$ cat src/rsbt_pkg.sv
// Functional notes
// RL1: Transfer selected at row strobe fall: column high, output enable low, mode pins.
// RL2: Normal transfer moves a full 512-word row either direction.
// RL3: Split transfer moves 256 words between matching halves.
// RL4: Read transfer copies the row into the buffer; serial port becomes output.
// RL5: Read transfer loads start pointer from column address at column fall.
// RL6: Real-time read places output enable rise on a serial clock fall.
// RL7: Read after write keeps serial clock static until transfer delay passes.
// RL8: Write transfer stores buffer into row; start pointer from column address.
// RL9: After write transfer the serial pins turn to input.
// RL10: Write transfers are masked per lane by mask lines at row fall.
// RL11: Turning port to input needs a fully masked write transfer; the host drives maskReg_r as set and clears portOut_r only after a normal write transfer.
// RL12: Back-to-back writes keep serial clock static until delay after row rise.
// RL13: Split read reloads standby half; half chosen internally, no clock sync.
// RL14: A normal transfer must precede any split read.
// RL15: Device toggles half flag when active half's last clock arrives.
// RL16: Split write stores standby half while the other half takes input.
// RL17: A write transfer must precede any split write.
// RL18: Never run a transfer with the column strobe held high throughout.
// RL19: Last split into one half before flag toggle sets the pointer.
// RL20: No split transfer inside the hold plus setup window around switchover.
// RL21: Normal transfer after splits waits setup window after flag toggle.
// RL22: Avoid boundary changes while pointer sits on a boundary's last address.
// RL23: Split transfers leave serial port direction unchanged.
// RL24: Serial pointer advances one word per serial clock rise.
// RL25: Refresh option reset returns masking to new mask mode.
package rsbt_pkg;
  localparam int CLK_NS = 8;
  localparam int ADDR_SETUP_NS = 16;
  localparam int RAS_LOW_NS = 80;
  localparam int CAS_LOW_NS = 24;
  localparam int PRECHARGE_NS = 64;
  localparam int SC_HALF_NS = 40;
  localparam int SC_AFTER_TRANSFER_NS = 40;
  localparam int SC_AFTER_WRITE_NS = 24;
  localparam int SPLIT_HOLD_NS = 24;
  localparam int SPLIT_SETUP_NS = 24;

  // Least times round up to whole clock cycles, never below one.
  function automatic int cycles(int ns);
    int c;
    c = (ns + CLK_NS - 1) / CLK_NS;
    return (c < 1) ? 1 : c;
  endfunction

  localparam int ADDR_SETUP_CYC = cycles(ADDR_SETUP_NS);
  localparam int RAS_LOW_CYC = cycles(RAS_LOW_NS);
  localparam int CAS_LOW_CYC = cycles(CAS_LOW_NS);
  localparam int PRECHARGE_CYC = cycles(PRECHARGE_NS);
  localparam int SC_HALF_CYC = cycles(SC_HALF_NS);
  localparam int TSD_CYC = cycles(SC_AFTER_TRANSFER_NS);
  localparam int SRD_CYC = cycles(SC_AFTER_WRITE_NS);
  localparam int STS_CYC = cycles(SPLIT_SETUP_NS);
  localparam int WINDOW_CYC = cycles(SPLIT_HOLD_NS) + STS_CYC;

  localparam logic [7:0] REG_CTRL = 8'h00;
  localparam logic [7:0] REG_ADDR = 8'h04;
  localparam logic [7:0] REG_MASK = 8'h08;
  localparam logic [7:0] REG_STATUS = 8'h0C;
  localparam int CTRL_GO = 0;
  localparam int CTRL_KIND = 1;
  localparam int CTRL_SCRUN = 3;
  localparam int ADDR_COL = 16;
  localparam int STAT_IO = 8;
  localparam logic [1:0] RESP_OKAY = 2'h0;
  localparam logic [1:0] RESP_SLVERR = 2'h2;

  // Bit 0 of a kind means write, bit 1 means split.
  typedef enum logic [1:0] {
    RSBT_READ, RSBT_WRITE, RSBT_SPLIT_READ, RSBT_SPLIT_WRITE
  } rsbt_kind_t;

  typedef struct packed {
    logic rasN;
    logic casN;
    logic transferOutputEnableN;
    logic writeMaskWriteEnableN;
    logic specialFunctionSelect;
    logic serialClock;
    logic [8:0] addr;
  } rsbt_pins_t;
endpackage

$ cat src/rsbt_host.sv
`timescale 1ns/100ps
module rsbt_host #(
  parameter int AXI_ADDR_W = 8
) (
  input wire logic sys_clk,
  input wire logic rstn,
  input wire logic [AXI_ADDR_W-1:0] s_axi_awaddr,
  input wire logic s_axi_awvalid,
  output logic s_axi_awready,
  input wire logic [31:0] s_axi_wdata,
  input wire logic [3:0] s_axi_wstrb,
  input wire logic s_axi_wvalid,
  output logic s_axi_wready,
  output logic [1:0] s_axi_bresp,
  output logic s_axi_bvalid,
  input wire logic s_axi_bready,
  input wire logic [AXI_ADDR_W-1:0] s_axi_araddr,
  input wire logic s_axi_arvalid,
  output logic s_axi_arready,
  output logic [31:0] s_axi_rdata,
  output logic [1:0] s_axi_rresp,
  output logic s_axi_rvalid,
  input wire logic s_axi_rready,
  output rsbt_pkg::rsbt_pins_t dramPins,
  output logic [7:0] maskDataOut,
  output logic maskDataOe,
  input wire logic [7:0] maskDataIn,
  input wire logic halfActiveFlag
);
  if (AXI_ADDR_W < 4 || AXI_ADDR_W > 32) begin : g_bad_width
    $error("AXI_ADDR_W must lie between 4 and 32.");
  end

  typedef enum {
    S_IDLE, S_SETUP, S_RAS, S_COL, S_CAS, S_DTWAIT, S_RASHI, S_PRE, S_HOLD
  } rsbt_state_t;

  // Byte-lane merge of a register write.
  function automatic logic [31:0] merge(logic [31:0] old, logic [31:0] nw, logic [3:0] strb);
    logic [31:0] r;
    r = old;
    for (int i = 0; i < 4; i++) begin
      if (strb[i]) begin
        r[8*i +: 8] = nw[8*i +: 8];
      end
    end
    return r;
  endfunction

  rsbt_state_t state_r, stateNxt;
  logic [7:0] cnt_r, cntNxt;
  logic bvalid_r, rvalid_r;
  logic [1:0] bresp_r, rresp_r;
  logic [31:0] rdata_r, addrReg_r, maskReg_r;
  rsbt_pkg::rsbt_kind_t kind_r, runKind_r;
  logic scRun_r, pending_r, refused_r, normalDone_r, portOut_r, lastWrite_r;
  logic qsfMeta_r, qsfSync_r, qsfLast_r;
  logic [7:0] ioMeta_r, ioSync_r;
  logic [7:0] qsfAge_r;
  logic [7:0] scCnt_r;
  logic scLevel_r;
  logic rasN_r, casN_r, dtN_r, weN_r, sfs_r, maskOe_r;
  logic [8:0] pinAddr_r;
  logic [7:0] maskOut_r;

  // Write channel: address and data are taken together, one write at a time.
  wire awTake = s_axi_awvalid && s_axi_wvalid && !bvalid_r;
  wire [7:0] wAddr = 8'(s_axi_awaddr);
  wire [7:0] rAddr = 8'(s_axi_araddr);
  wire wrCtrl = awTake && (wAddr == rsbt_pkg::REG_CTRL);
  wire wrAddr = awTake && (wAddr == rsbt_pkg::REG_ADDR);
  wire wrMask = awTake && (wAddr == rsbt_pkg::REG_MASK);
  wire wrKnown = wrCtrl || wrAddr || wrMask || (wAddr == rsbt_pkg::REG_STATUS);
  wire goPulse = wrCtrl && s_axi_wstrb[0] && s_axi_wdata[rsbt_pkg::CTRL_GO];
  wire arTake = s_axi_arvalid && !rvalid_r;
  assign s_axi_awready = awTake;
  assign s_axi_wready = awTake;
  assign s_axi_arready = !rvalid_r;
  assign s_axi_bvalid = bvalid_r;
  assign s_axi_bresp = bresp_r;
  assign s_axi_rvalid = rvalid_r;
  assign s_axi_rresp = rresp_r;
  assign s_axi_rdata = rdata_r;

  // Status word and read decode.
  wire busy = (state_r != S_IDLE) || pending_r;
  wire [31:0] statusWord = {16'h0000, ioSync_r, 2'h0, lastWrite_r, normalDone_r,
                            portOut_r, qsfSync_r, refused_r, busy};
  wire [31:0] ctrlWord = {28'h0000000, scRun_r, kind_r, 1'b0};
  wire rdKnown = (rAddr == rsbt_pkg::REG_CTRL) || (rAddr == rsbt_pkg::REG_ADDR) ||
                 (rAddr == rsbt_pkg::REG_MASK) || (rAddr == rsbt_pkg::REG_STATUS);
  wire [31:0] rdWord = (rAddr == rsbt_pkg::REG_CTRL) ? ctrlWord :
                       (rAddr == rsbt_pkg::REG_ADDR) ? addrReg_r :
                       (rAddr == rsbt_pkg::REG_MASK) ? maskReg_r :
                       (rAddr == rsbt_pkg::REG_STATUS) ? statusWord : 32'h00000000;

  // Bus responses.
  always_ff @(posedge sys_clk) begin
    if (!rstn) begin
      bvalid_r <= 1'b0;
      bresp_r <= rsbt_pkg::RESP_OKAY;
      rvalid_r <= 1'b0;
      rresp_r <= rsbt_pkg::RESP_OKAY;
      rdata_r <= 32'h00000000;
    end else begin
      if (awTake) begin
        bvalid_r <= 1'b1;
        bresp_r <= wrKnown ? rsbt_pkg::RESP_OKAY : rsbt_pkg::RESP_SLVERR;
      end else if (s_axi_bready) begin
        bvalid_r <= 1'b0;
      end
      if (arTake) begin
        rvalid_r <= 1'b1;
        rresp_r <= rdKnown ? rsbt_pkg::RESP_OKAY : rsbt_pkg::RESP_SLVERR;
        rdata_r <= rdWord;
      end else if (s_axi_rready) begin
        rvalid_r <= 1'b0;
      end
    end
  end

  // Software registers.
  always_ff @(posedge sys_clk) begin
    if (!rstn) begin
      addrReg_r <= 32'h00000000;
      maskReg_r <= 32'h00000000;
      kind_r <= rsbt_pkg::RSBT_READ;
      scRun_r <= 1'b0;
    end else begin
      if (wrAddr) addrReg_r <= merge(addrReg_r, s_axi_wdata, s_axi_wstrb) & 32'h01FF01FF;
      if (wrMask) maskReg_r <= merge(maskReg_r, s_axi_wdata, s_axi_wstrb) & 32'h000000FF;
      if (wrCtrl && s_axi_wstrb[0]) begin
        kind_r <= rsbt_pkg::rsbt_kind_t'(s_axi_wdata[rsbt_pkg::CTRL_KIND +: 2]);
        scRun_r <= s_axi_wdata[rsbt_pkg::CTRL_SCRUN];
      end
    end
  end

  // Half flag and lane inputs pass two flip-flops; age counts cycles since a flag toggle.
  wire qsfToggle = qsfSync_r ^ qsfLast_r;
  always_ff @(posedge sys_clk) begin
    if (!rstn) begin
      qsfMeta_r <= 1'b0;
      qsfSync_r <= 1'b0;
      qsfLast_r <= 1'b0;
      ioMeta_r <= 8'h00;
      ioSync_r <= 8'h00;
      qsfAge_r <= 8'(rsbt_pkg::WINDOW_CYC);
    end else begin
      qsfMeta_r <= halfActiveFlag;
      qsfSync_r <= qsfMeta_r;
      qsfLast_r <= qsfSync_r;
      ioMeta_r <= maskDataIn;
      ioSync_r <= ioMeta_r;
      if (qsfToggle) qsfAge_r <= 8'h00;
      else if (qsfAge_r < 8'(rsbt_pkg::WINDOW_CYC)) qsfAge_r <= qsfAge_r + 8'h01;
    end
  end

  // Start conditions for a queued transfer.
  wire isSplit = kind_r[1];
  wire windowOk = isSplit ? (qsfAge_r >= 8'(rsbt_pkg::WINDOW_CYC)) // RL20
                          : (qsfAge_r >= 8'(rsbt_pkg::STS_CYC)); // RL21
  // A split write also needs the port turned to input by a write transfer first.
  wire splitRefused = isSplit && (!normalDone_r || (kind_r[0] && portOut_r)); // RL14 RL17
  wire startNow = (state_r == S_IDLE) && pending_r && windowOk && !splitRefused;

  // Serial clock is held static through normal write transfers and reads after a write.
  wire holdSc = (state_r != S_IDLE) &&
                (runKind_r == rsbt_pkg::RSBT_WRITE ||
                 (runKind_r == rsbt_pkg::RSBT_READ && lastWrite_r)); // RL7 RL12
  wire scEn = scRun_r && !holdSc;
  wire scEdge = scEn && (scCnt_r == 8'(rsbt_pkg::SC_HALF_CYC - 1));
  wire scFallNow = scEdge && scLevel_r;
  wire realTime = (runKind_r == rsbt_pkg::RSBT_READ) && scEn;

  // Sequencer next state: row address, row fall, column address, column fall, release.
  always_comb begin
    stateNxt = state_r;
    case (state_r)
      S_IDLE: if (startNow) stateNxt = S_SETUP;
      S_SETUP: if (cnt_r == 8'h00) stateNxt = S_RAS;
      S_RAS: if (cnt_r == 8'h00) stateNxt = S_COL;
      S_COL: if (cnt_r == 8'h00) stateNxt = S_CAS; // RL18
      S_CAS: if (cnt_r == 8'h00) stateNxt = S_DTWAIT;
      S_DTWAIT: if (!realTime || scFallNow) stateNxt = S_RASHI; // RL6
      S_RASHI: if (cnt_r == 8'h00) stateNxt = S_PRE;
      S_PRE: if (cnt_r == 8'h00) stateNxt = S_HOLD;
      S_HOLD: if (cnt_r == 8'h00) stateNxt = S_IDLE;
      default: stateNxt = S_IDLE;
    endcase
  end

  // Dwell of each state; the hold after a normal write transfer, or a read after a write, keeps the serial clock still.
  wire [7:0] holdLen = (runKind_r == rsbt_pkg::RSBT_WRITE) ? 8'(rsbt_pkg::SRD_CYC - 1)
                                                           : 8'(rsbt_pkg::TSD_CYC - 1);
  wire [7:0] lenNxt = (stateNxt == S_CAS) ? 8'(rsbt_pkg::CAS_LOW_CYC - 1) :
                      (stateNxt == S_RASHI) ? 8'(rsbt_pkg::RAS_LOW_CYC - 1) :
                      (stateNxt == S_PRE) ? 8'(rsbt_pkg::PRECHARGE_CYC - 1) :
                      (stateNxt == S_HOLD) ? holdLen : 8'(rsbt_pkg::ADDR_SETUP_CYC - 1);
  assign cntNxt = (stateNxt != state_r) ? lenNxt : ((cnt_r == 8'h00) ? 8'h00 : cnt_r - 8'h01);

  // Pin levels for the next cycle; the column strobe only falls after the row strobe, so no
  // refresh cycle is ever issued that could move a serial boundary.
  wire rasLowNxt = (stateNxt inside {S_RAS, S_COL, S_CAS, S_DTWAIT, S_RASHI});
  wire casLowNxt = (stateNxt inside {S_CAS, S_DTWAIT, S_RASHI}); // RL22
  wire dtLowNxt = (stateNxt inside {S_SETUP, S_RAS, S_COL, S_CAS, S_DTWAIT});
  wire colNxt = (stateNxt inside {S_COL, S_CAS, S_DTWAIT, S_RASHI});
  wire [1:0] kindNxt = startNow ? kind_r : runKind_r;
  wire maskOeNxt = kindNxt[0] && (stateNxt inside {S_SETUP, S_RAS}); // RL10 RL11

  // Sequencer and transfer bookkeeping.
  always_ff @(posedge sys_clk) begin
    if (!rstn) begin
      state_r <= S_IDLE;
      cnt_r <= 8'h00;
      runKind_r <= rsbt_pkg::RSBT_READ;
      pending_r <= 1'b0;
      refused_r <= 1'b0;
      normalDone_r <= 1'b0;
      portOut_r <= 1'b0;
      lastWrite_r <= 1'b0;
    end else begin
      state_r <= stateNxt;
      cnt_r <= cntNxt;
      if (startNow) runKind_r <= kind_r;
      if (goPulse && !busy) pending_r <= 1'b1;
      else if (startNow || (state_r == S_IDLE && pending_r && splitRefused)) pending_r <= 1'b0;
      if ((goPulse && busy) || (state_r == S_IDLE && pending_r && splitRefused)) begin
        refused_r <= 1'b1;
      end else if (wrCtrl && s_axi_wstrb[0] && !s_axi_wdata[rsbt_pkg::CTRL_GO]) begin
        refused_r <= 1'b0;
      end
      if (state_r == S_HOLD && stateNxt == S_IDLE) begin
        lastWrite_r <= runKind_r[0];
        if (!runKind_r[1]) begin
          normalDone_r <= 1'b1;
          portOut_r <= !runKind_r[0]; // RL23
        end
      end
    end
  end

  // Registered pins; the serial clock comes from a divider of the system clock.
  always_ff @(posedge sys_clk) begin
    if (!rstn) begin
      rasN_r <= 1'b1;
      casN_r <= 1'b1;
      dtN_r <= 1'b1;
      weN_r <= 1'b1;
      sfs_r <= 1'b0;
      pinAddr_r <= 9'h000;
      maskOe_r <= 1'b0;
      maskOut_r <= 8'h00;
      scCnt_r <= 8'h00;
      scLevel_r <= 1'b0;
    end else begin
      rasN_r <= !rasLowNxt;
      casN_r <= !casLowNxt;
      dtN_r <= !dtLowNxt;
      weN_r <= !kindNxt[0]; // RL1
      sfs_r <= kindNxt[1]; // RL1
      pinAddr_r <= colNxt ? addrReg_r[rsbt_pkg::ADDR_COL +: 9] : addrReg_r[8:0];
      maskOe_r <= maskOeNxt;
      maskOut_r <= maskReg_r[7:0];
      scCnt_r <= (!scEn || scEdge) ? 8'h00 : scCnt_r + 8'h01;
      if (scEdge) scLevel_r <= !scLevel_r;
    end
  end

  assign dramPins = '{rasN: rasN_r, casN: casN_r, transferOutputEnableN: dtN_r,
                      writeMaskWriteEnableN: weN_r, specialFunctionSelect: sfs_r,
                      serialClock: scLevel_r, addr: pinAddr_r};
  assign maskDataOut = maskOut_r;
  assign maskDataOe = maskOe_r;
endmodule

$ cat config.mk
export PLATFORM = sky130hd
export DESIGN_NAME = rsbt_host
export DESIGN_NICKNAME = d
export VERILOG_FILES = /design/src/rsbt_pkg.sv /design/src/rsbt_host.sv
export SDC_FILE = /design/constraint.sdc
export NUM_CORES = 1
export LEC_CHECK = 0
export BUFFER_PORTS_ARGS = -buffer_cell sky130_fd_sc_hd__buf_2
export CORE_MARGIN = 8
export CORE_UTILIZATION = 34
export DETAILED_ROUTE_END_ITERATION = 6
export GPL_ROUTABILITY_DRIVEN = 0
export HOLD_SLACK_MARGIN = 0.08
export PLACE_DENSITY = 0.51
export SLEW_MARGIN = 10
export SYNTH_ARGS = -nofsm -noshare
export SYNTH_HDL_FRONTEND = slang
export SYNTH_SLANG_ARGS = --single-unit
$ cat constraint.sdc
create_clock -name sys_clk -period 3.09 [get_ports sys_clk]
set_input_delay 0.618 -clock sys_clk [delete_from_list [all_inputs] [get_ports sys_clk]]
set_output_delay 0.618 -clock sys_clk [all_outputs]
set_load 0.01 [all_outputs]
Word-level counts from Yosys, hierarchy flattened

Cells that the tools add are included.
W data, S select, Z words.

Input bits: 68
Flip-flop bits (word level): 173

Mux-type cells: 36
Bitwise gates (word level): 3
Order comparisons: 3
Add/subtract/negate cells: 3
Reduce and logical (&&, ||, !) cells: 79
Equality and inequality tests: 28

Operators with widths:

| cell                  | number |
|---|---|
| $mux W32              | 9 |
| $pmux W32 S9          | 1 |
| $eq A32 B3 Y1 const B | 7 |
| $eq A32 B2 Y1 const B | 4 |
| $eq A32 B4 Y1 const B | 4 |
| $logic_not A32 Y1     | 3 |
| $eq A32 B1 Y1 const B | 2 |
| $eq A32 B5 Y1 const B | 2 |
| $mux W25              | 2 |
| $eq A8 B4 Y1 const B  | 4 |
| $mux W16              | 2 |
| $ne A32 B32 Y1        | 1 |
| $reduce_bool A32 Y1   | 1 |
| $logic_and A1 B1 Y1   | 25 |
| $eq A8 B3 Y1 const B  | 3 |
| $logic_not A8 Y1      | 3 |
| $add A8 B1 Y8 const B | 2 |
| $mux W8               | 2 |
| $logic_not A1 Y1      | 15 |
| $mux W3               | 5 |
| $logic_or A1 B1 Y1    | 13 |
| $reduce_and A2 Y1     | 6 |
| $reduce_bool A2 Y1    | 6 |
| $reduce_bool A5 Y1    | 2 |
| other kinds (15)      | 28 |

Depth between registers and ports, before layout

Gate-level depths: netlist of run 1.

Depth after elaboration: 17
Mapped depth: 10
Mapped depth without buffers: 9

Worst setup path before layout of run 1

Ideal clock, no wire load.

Kind: reg2reg
From: register state_r[4]
To: register pinAddr_r[0]
Clock period less this slack: 2.412 ns
Data arrival time: 2.341 ns
Slack: 0.678 ns
Cell stages (with the launch flop): 8
Cell sequence: dfxtp_1 > or4_1 > buf_2 > or4_4 > a21boi_4 > a41oi_4 > mux2i_4 > mux2i_1

Longest elaborated chain between the ends: 12
Elaborated cells on any way between the ends: 38

Ends and longest elaborated chain:

| element                                                        | RTL line                           | RTL |
|---|---|---|
| start, declared                                                | rsbt_host.sv:50                    | `rsbt_state_t state_r, stateNxt;` |
| start signal, assigned                                         | rsbt_host.sv:224                   | `state_r <= stateNxt;` |
| $reduce_bool A32 Y1                                            | rsbt_host.sv:169                   | `wire holdSc = (state_r != S_IDLE) &&` |
| $logic_and A1 B1 Y1                                            | rsbt_host.sv:169                   |  |
| $logic_not A1 Y1                                               | rsbt_host.sv:172                   | `wire scEn = scRun_r && !holdSc;` |
| $logic_and A1 B1 Y1                                            | rsbt_host.sv:172                   |  |
| $logic_and A1 B1 Y1, on equally long branches                  | rsbt_host.sv:175, rsbt_host.sv:173 |  |
| $logic_not A1 Y1 / $logic_and A1 B1 Y1 (equally long branches) | rsbt_host.sv:186, rsbt_host.sv:174 |  |
| $logic_or A1 B1 Y1                                             | rsbt_host.sv:186                   | `S_DTWAIT: if (!realTime \|\| scFallNow) stateNxt = S_RASHI;` |
| $mux W32                                                       | rsbt_host.sv:186                   |  |
| $pmux W32 S9 *                                                 | rsbt_host.sv:180                   | `case (state_r)` |
| $eq A32 B2 Y1 / $eq A32 B3 Y1 (equally long branches)          | rsbt_host.sv:208                   | `wire colNxt = (stateNxt inside {S_COL, S_CAS, S_DTWAIT, S_RASHI});` |
| $reduce_bool A4 Y1 *                                           | rsbt_host.sv:208                   |  |
| $mux W9 *                                                      | rsbt_host.sv:263                   | `pinAddr_r <= colNxt ? addrReg_r[rsbt_pkg::ADDR_COL +: 9] : addrReg_r[8:0];` |
| end signal, assigned                                           | rsbt_host.sv:263                   |  |
| end, declared                                                  | rsbt_host.sv:63                    | `logic [8:0] pinAddr_r;` |

Every way passes the cells marked *; elsewhere a longest branch is shown, timed or not.
A chain may end at the register's enable or synchronous reset.

Worst setup path after layout of run 1

From: register qsfAge_r[3]
To: register pinAddr_r[3]

Longest elaborated chain between the ends: 9
Elaborated cells on any way between the ends: 13

Ends and longest elaborated chain:

| element                                               | RTL line                           | RTL |
|---|---|---|
| start, declared                                       | rsbt_host.sv:59                    | `logic [7:0] qsfAge_r;` |
| start signal, assigned                                | rsbt_host.sv:148                   | `qsfAge_r <= 8'(rsbt_pkg::WINDOW_CYC);` |
| start signal, assigned                                | rsbt_host.sv:156                   | `else if (qsfAge_r < 8'(rsbt_pkg::WINDOW_CYC)) qsfAge_r <= qsfAge_r + 8'h01;` |
| $ge A8 B2 Y1 / $ge A8 B3 Y1 (equally long branches)   | rsbt_host.sv:163, rsbt_host.sv:162 |  |
| $mux W1 *                                             | rsbt_host.sv:162                   | `wire windowOk = isSplit ? (qsfAge_r >= 8'(rsbt_pkg::WINDOW_CYC))` |
| $logic_and A1 B1 Y1 * (2 in series)                   | rsbt_host.sv:166                   | `wire startNow = (state_r == S_IDLE) && pending_r && windowOk && !splitRefused;` |
| $mux W32 *                                            | rsbt_host.sv:181                   | `S_IDLE: if (startNow) stateNxt = S_SETUP;` |
| $pmux W32 S9 *                                        | rsbt_host.sv:180                   |  |
| $eq A32 B2 Y1 / $eq A32 B3 Y1 (equally long branches) | rsbt_host.sv:208                   |  |
| $reduce_bool A4 Y1 *                                  | rsbt_host.sv:208                   |  |
| $mux W9 *                                             | rsbt_host.sv:263                   |  |

Marks and branches as above.

==> results.toml, run 1 <==
[sta]
max_slew_margin_pct = 56.8
setup_tns_ns = 0
setup_violations = 0
max_freq_mhz = 371
fin_skew_ns = 0.0105
min_period_ns = 2.69
worstMarginPinSlew_ns = 0.642
hold_slack_ns = 0.388
drv_slew = 0
finalCritPeriodShare_pct = 87.2
finalHoldViolCount = 0
rsz0062_at_grt = "no"

[synth]
yosysTopAreaCell = "dfxtp_1"
synthArstFlopShare_pct = 0
ys_ff_latch = 163
syn_inst = 645
synthTopCellsByArea = "dfxtp_1, mux2i_1, nor2_1, and2_1, nand2_1"
synth_edf_count = 0
yosysUniqueCellTypes = 68
synth_ff_type = "dfxtp_1"
synth_area_mm2 = 0.00621
synth-seq-area-share_pct = 52.5
avgSynthCellArea_um2 = 9.63
yosysWarnings = 0
synth_top_area_share_pct = 52.5

[setup_path]
path_class = "reg2reg"
crit_fanout = 9
start_kind = "flop"
required_ns = 3.44
rr_worst_depth = 8
crit_arrival_ns = 3.04
r2r-end = "pinAddr_r[3]"
regToRegSetupSlack_ns = 0.40
worstReg2RegStart = "qsfAge_r[3]"
cp-end-kind = "flop"

[global_routing]
track_usage_pct = 13.3
grt_max_degree = 57
antenna_found_initial = 2
grt_pass1_vias = 4842
grt_first_pass_wirelength_mm = 23.9
overflow = 0

[power]
power.internal_mw = 3.82
pwr-share-clk_pct = 50.7
p_switching_mw = 0.978
p_per_area_mw_per_mm2 = 621
power_frac_seq_pct = 45.2
ir_worst_vdd_mv = 0.409
p_comb_share_pct = 4.1
swShare_pct = 20.4
cellLeakagePower_nw = 3.47

[clock_tree]
clkLatencyLatePin_ns = 0.42
numClockSinks = 163
path_clk_slew_ns = 0.06
cts-resized-gates = 0
cts-htree-levels = 4
clock_path_buffers = 2
cts_root_buffer = "clkbuf_16"
cts_buffers = 17
post_cts.repair.setup_buffers = 0
cts_tree = "yes"
postCtsHoldBufs = 0

[outcome]
status = "finished clean"

[floorplan]
core-area_mm2 = 0.0180
initial_core_util_pct = 34.6
die_w_um = 151
boundaryPins = 133
die_y_um = 151
dieArea_mm2 = 0.0228
rows = 49

[worst_hold_path]
min_path_cells = 2
hold_end = "s_axi_rvalid"
hold_path.startpoint = "s_axi_rready"
hold_class = "in2reg"

[drt]
routed_wl_mm = 15.1
ant_nets = 0
drtIter0Drc = 189
drcViolationCount = 0
vias = 4860
drt_pass1_iterations = 5
wl_per_cell_um = 14.8
viasPerCell = 4.76

[finish]
syn_to_final_growth_pct = 24.5
drive_above_1_share_pct = 21.9
nets = 852

[place]
numPortBuffers = 109
place_hpwl_mm = 11.2

[job]
cap_violations = 0
sequential cells by signal, summed over array words and instances, names as in the netlist, 2 cells and up:
name and count:
ioSync_r 8, pinAddr_r 9, s_axi_rdata 25, scCnt_r 8, maskDataOut 8, maskReg_r 8, addrReg_r 18, qsfAge_r 8
ioMeta_r 8, runKind_r 2, state_r 32, cnt_r 8, kind_r 2
placed cells by master, fill, tap and decap left out, drive strengths merged, types with 3 or more instances in the layout:
| cell type | synthesis | final |
|---|---|---|
| nor2 | 88 | 88 |
| clkinvlp | 0 | 3 |
| nor2b | 5 | 5 |
| a221oi | 3 | 3 |
| dfxtp | 163 | 163 |
| mux2i | 43 | 43 |
| nor3 | 15 | 15 |
| or4 | 4 | 4 |
| or3 | 4 | 4 |
| a22o | 5 | 5 |
| buf | 18 | 121 |
| a41oi | 3 | 3 |
| a31oi | 3 | 3 |
| and3 | 5 | 5 |
| a22oi | 10 | 10 |
| xor2 | 12 | 12 |
| o21ai | 21 | 21 |
| ha | 6 | 6 |
| xnor2 | 7 | 7 |
| conb | 1 | 37 |
| nand3 | 26 | 26 |
| nand2 | 52 | 52 |
| nor4 | 12 | 12 |
| bufinv | 0 | 7 |
| inv | 15 | 18 |
| clkbuf | 25 | 18 |
| a21oi | 15 | 15 |
| mux2 | 6 | 6 |
| and2 | 35 | 35 |
cell type report:
type | count | area (µm²)
Tap cell | 229 | 287
Fill cell | 1786 | 10200
Multi-Input combinational cell | 459 | 2800
Clock inverter | 13 | 255
Clock buffer | 18 | 429
Timing Repair Buffer | 121 | 636
Antenna cell | 1 | 2.50
Sequential cell | 163 | 3260
Inverter | 16 | 60.1
cells in the mapped netlist, drive strengths merged, types with 3 or more instances:
library cell	instances
nand2	52
nor2	88
clkbuf	25
mux2i	43
a22oi	10
a41oi	3
nor4	12
ha	6
xnor2	7
and3	5
a21oi	15
dfxtp	163
o21ai	21
inv	15
mux2	6
a22o	5
nor2b	5
and2	35
xor2	12
a31oi	3
or4	4
or3	4
nand3	26
buf	18
a221oi	3
nor3	15
cells by family (layout without fill, tap and decap cells):
kind of cell / Yosys count / count (layout) / synth area share, %
other: 1 / 38 / 0.0604
AND/OR/NAND/NOR: 263 / 263 / 20.8
adder cells (fa/ha/maj): 6 / 6 / 1.21
flip-flops: 163 / 163 / 52.5
multiplexers: 49 / 49 / 8.22
AO/OA/AOI/OAI: 85 / 85 / 9.89
XOR/XNOR: 19 / 19 / 2.68
buffers and inverters: 59 / 168 / 4.57
critical path, stage by stage, from the launching register on:
cell,delay [ns]
dfxtp_1,0.32
or4_1,0.55
nor2_1,0.15
a31oi_1,0.18
o2111a_1,0.31
o2111ai_1,0.35
mux2i_4,0.30
buf_4,0.25
mux2i_1,0.20
worst max path at each step:
| stage | from | to | slack [ns] | cells past startpoint |
|---|---|---|---|---|
| floorplan | state_r[4] | pinAddr_r[0] | 0.68 | 7 |
| global route | qsfAge_r[3] | pinAddr_r[4] | 0.21 | 8 |
| global placement | qsfAge_r[3] | pinAddr_r[5] | 0.47 | 8 |
| finish | qsfAge_r[3] | pinAddr_r[3] | 0.40 | 8 |
| CTS | qsfAge_r[3] | pinAddr_r[0] | 0.39 | 8 |
| detailed placement | qsfAge_r[3] | pinAddr_r[3] | 0.40 | 8 |
power by group through the flow:
stage	clock, mW	sequential, mW	combinational [mW]
3_5_place_dp	0	2.22	0.197
4_1_cts	2.48	2.17	0.197
6_report	2.43	2.17	0.198
2_1_floorplan	0	2.21	0.124
5_1_grt	2.59	2.17	0.221
3_3_place_gp	0	2.21	0.193
metrics by stage:
| stage | util, % | std cells | area (µm²) | setup WS (ns) | total power, mW |
|---|---|---|---|---|---|
| 2_1_floorplan | - | 681 | 6340 | 0.678 | 2.34 |
| 3_3_place_gp | 39.2 | 988 | 7040 | 0.468 | 2.41 |
| 3_5_place_dp | 39.2 | 988 | 7040 | 0.399 | 2.41 |
| 4_1_cts | 43.0 | 1019 | 7730 | 0.388 | 4.85 |
| 5_1_grt | 43.0 | 1020 | 7730 | 0.214 | 4.98 |
| 6_report | 43.0 | 1020 | 7730 | 0.397 | 4.80 |
per-layer routing:
layer | wire length [µm] | track usage, % | up-vias
met5 | 12 | 0 | -
met4 | 306 | 5.29 | 2
met3 | 726 | 3.65 | 19
met2 | 7160 | 21.9 | 103
met1 | 6900 | 16.2 | 2301
li1 | - | - | 2435
No activity file was read; power rests on OpenSTA's default activity.
==> inputs of run 2 (changes only) <==
--- a/config.mk
+++ b/config.mk
@@ -6,6 +6,7 @@
 export NUM_CORES = 1
 export LEC_CHECK = 0
 export BUFFER_PORTS_ARGS = -buffer_cell sky130_fd_sc_hd__buf_2
+export CORE_ASPECT_RATIO = 0.75
 export CORE_MARGIN = 8
 export CORE_UTILIZATION = 34
 export DETAILED_ROUTE_END_ITERATION = 6
==> results.toml, run 2 (synthesis results as in run 1) <==
[finish]
nets = 851
layout_common_cells = "dfxtp_1, buf_2, nor2_1, nand2_1, mux2i_1"
n_fill_cell = 1778
drive_above_1_share_pct = 21.8
final_common_cell = "dfxtp_1"
final_area_mm2 = 0.00760
largest_reg_flops = 32
syn_to_final_growth_pct = 22.4
regMostFlops = "state_r"
final_cells = 1031
n_antenna_cell = 0

[clock_tree]
numClockSinks = 163
cts_root_buffer = "clkbuf_16"
cts-resized-gates = 0
cts_buffers = 17
postCtsHoldBufs = 0
path_clk_slew_ns = 0.07
cts_tree = "yes"
clock_path_buffers = 2
cts-htree-levels = 4
clkLatencyLatePin_ns = 0.42
post_cts.repair.setup_buffers = 0

[setup_path]
rr_worst_depth = 8
crit_slowest_cell = "or4_1"
crit_buf_inv = 1
crit_fanout = 9
cp_top_family = "compound AO/OA/AOI/OAI gates"
crit_arrival_ns = 3.07
cpPeakStageDelay_ns = 0.55
required_ns = 3.44
cp-end-kind = "flop"
worstPathCellList = "or4_1 > nor2_1 > a31oi_1 > o2111a_1 > o2111ai_1 > mux2i_4 > buf_4 > mux2i_1"
path_class = "reg2reg"
cp.depth = 8
start_kind = "flop"

[worst_hold_path]
hold_class = "in2reg"
min_path_cells = 2

[place]
dp.cells = 1000
place_hpwl_mm = 11.3
dpl_cell_area_mm2 = 0.00705
numPortBuffers = 109

[drt]
ant_nets = 0
wl_per_cell_um = 14.8
vias = 4826
drcViolationCount = 0
drtIter0Drc = 306
drt_pass1_iterations = 5
viasPerCell = 4.68
routed_wl_mm = 15.3

[floorplan]
die_w_um = 172
initial_core_util_pct = 35.0
rows = 42
die_y_um = 133
boundaryPins = 133
dieArea_mm2 = 0.0229
core-area_mm2 = 0.0178

[power]
pwr-share-clk_pct = 45.4
p_per_area_mw_per_mm2 = 571
p_total_mw = 4.34
p_switching_mw = 1.06
power.internal_mw = 3.28
ir_worst_vdd_mv = 0.214
swShare_pct = 24.4
power_frac_seq_pct = 50.0
cellLeakagePower_nw = 3.40
p_comb_share_pct = 4.6

[sta]
finalCritPeriodShare_pct = 88.1
max_slew_margin_pct = 57.4
finalHoldViolCount = 0
rsz0062_at_grt = "no"
worstMarginPinSlew_ns = 0.633
drv_slew = 0
setup_tns_ns = 0
max_freq_mhz = 367
fin_skew_ns = 0.0114
setup_violations = 0
min_period_ns = 2.72

[global_routing]
overflow = 0
grt_pass1_vias = 4807
track_usage_pct = 13.7
grt_max_degree = 57
grt_first_pass_wirelength_mm = 24.8
antenna_found_initial = 0

[outcome]
status = "finished clean"

[job]
cap_violations = 0
run 2: changes by cell type in the layout (fill, tap and decap cells not counted), sizes merged:
cell	before	now
buf	121	120
bufinv	7	0
diode	1	0
inv	18	25
run 2: power by group through the flow:
| stage | combinational (mW) | sequential (mW) | clock (mW) |
|---|---|---|---|
| 2_1_floorplan | 0.124 | 2.21 | 0 |
| 3_3_place_gp | 0.192 | 2.21 | 0 |
| 3_5_place_dp | 0.199 | 2.22 | 0 |
| 4_1_cts | 0.200 | 2.17 | 2.02 |
| 5_1_grt | 0.225 | 2.17 | 2.12 |
| 6_report | 0.200 | 2.17 | 1.97 |
run 2: worst reg2reg max path: stages (launching register included):
cell and delay (ns):
dfxtp_1 0.32, or4_1 0.55, nor2_1 0.19, a31oi_1 0.18, o2111a_1 0.31, o2111ai_1 0.35, mux2i_4 0.30, buf_4 0.24
mux2i_1 0.22
run 2: metal layers:
layer / GRT usage (%) / share of wire (%) / vias to the layer above
met5: 0 / 0 / -
met4: 4.30 / 0.97 / 0
met3: 3.92 / 5.9 / 14
met2: 20.2 / 43 / 130
met1: 18.8 / 50 / 2248
li1: - / - / 2434
run 2: through the flow:
stage	utilization [%]	setup slack, ns	hold slack, ns
floorplan	-	0.678	0.412
global placement	39.7	0.446	0.418
detailed placement	39.7	0.411	0.420
CTS	42.8	0.406	0.357
global route	42.8	0.196	0.363
finish	42.8	0.368	0.373
run 2: final cells by class:
type | instances | area, µm² | share of cell area, %
sequential | 163 | 3260 | 42.9
multi-input combinational | 459 | 2800 | 36.8
timing repair buffer | 120 | 628 | 8.27
clock buffer | 18 | 429 | 5.65
tap | 242 | 303 | 3.98
clock inverter | 13 | 118 | 1.55
inverter | 16 | 60.1 | 0.790
run 2: final timing paths:
path / end / startpoint / slack, ns
worst max register to register: pinAddr_r[2] / qsfAge_r[3] / 0.37
worst min-delay path: s_axi_rvalid / s_axi_rready / 0.37
worst max-delay path: pinAddr_r[2] / qsfAge_r[3] / 0.37
worst min register to register: ioSync_r[7] / ioMeta_r[7] / 0.43
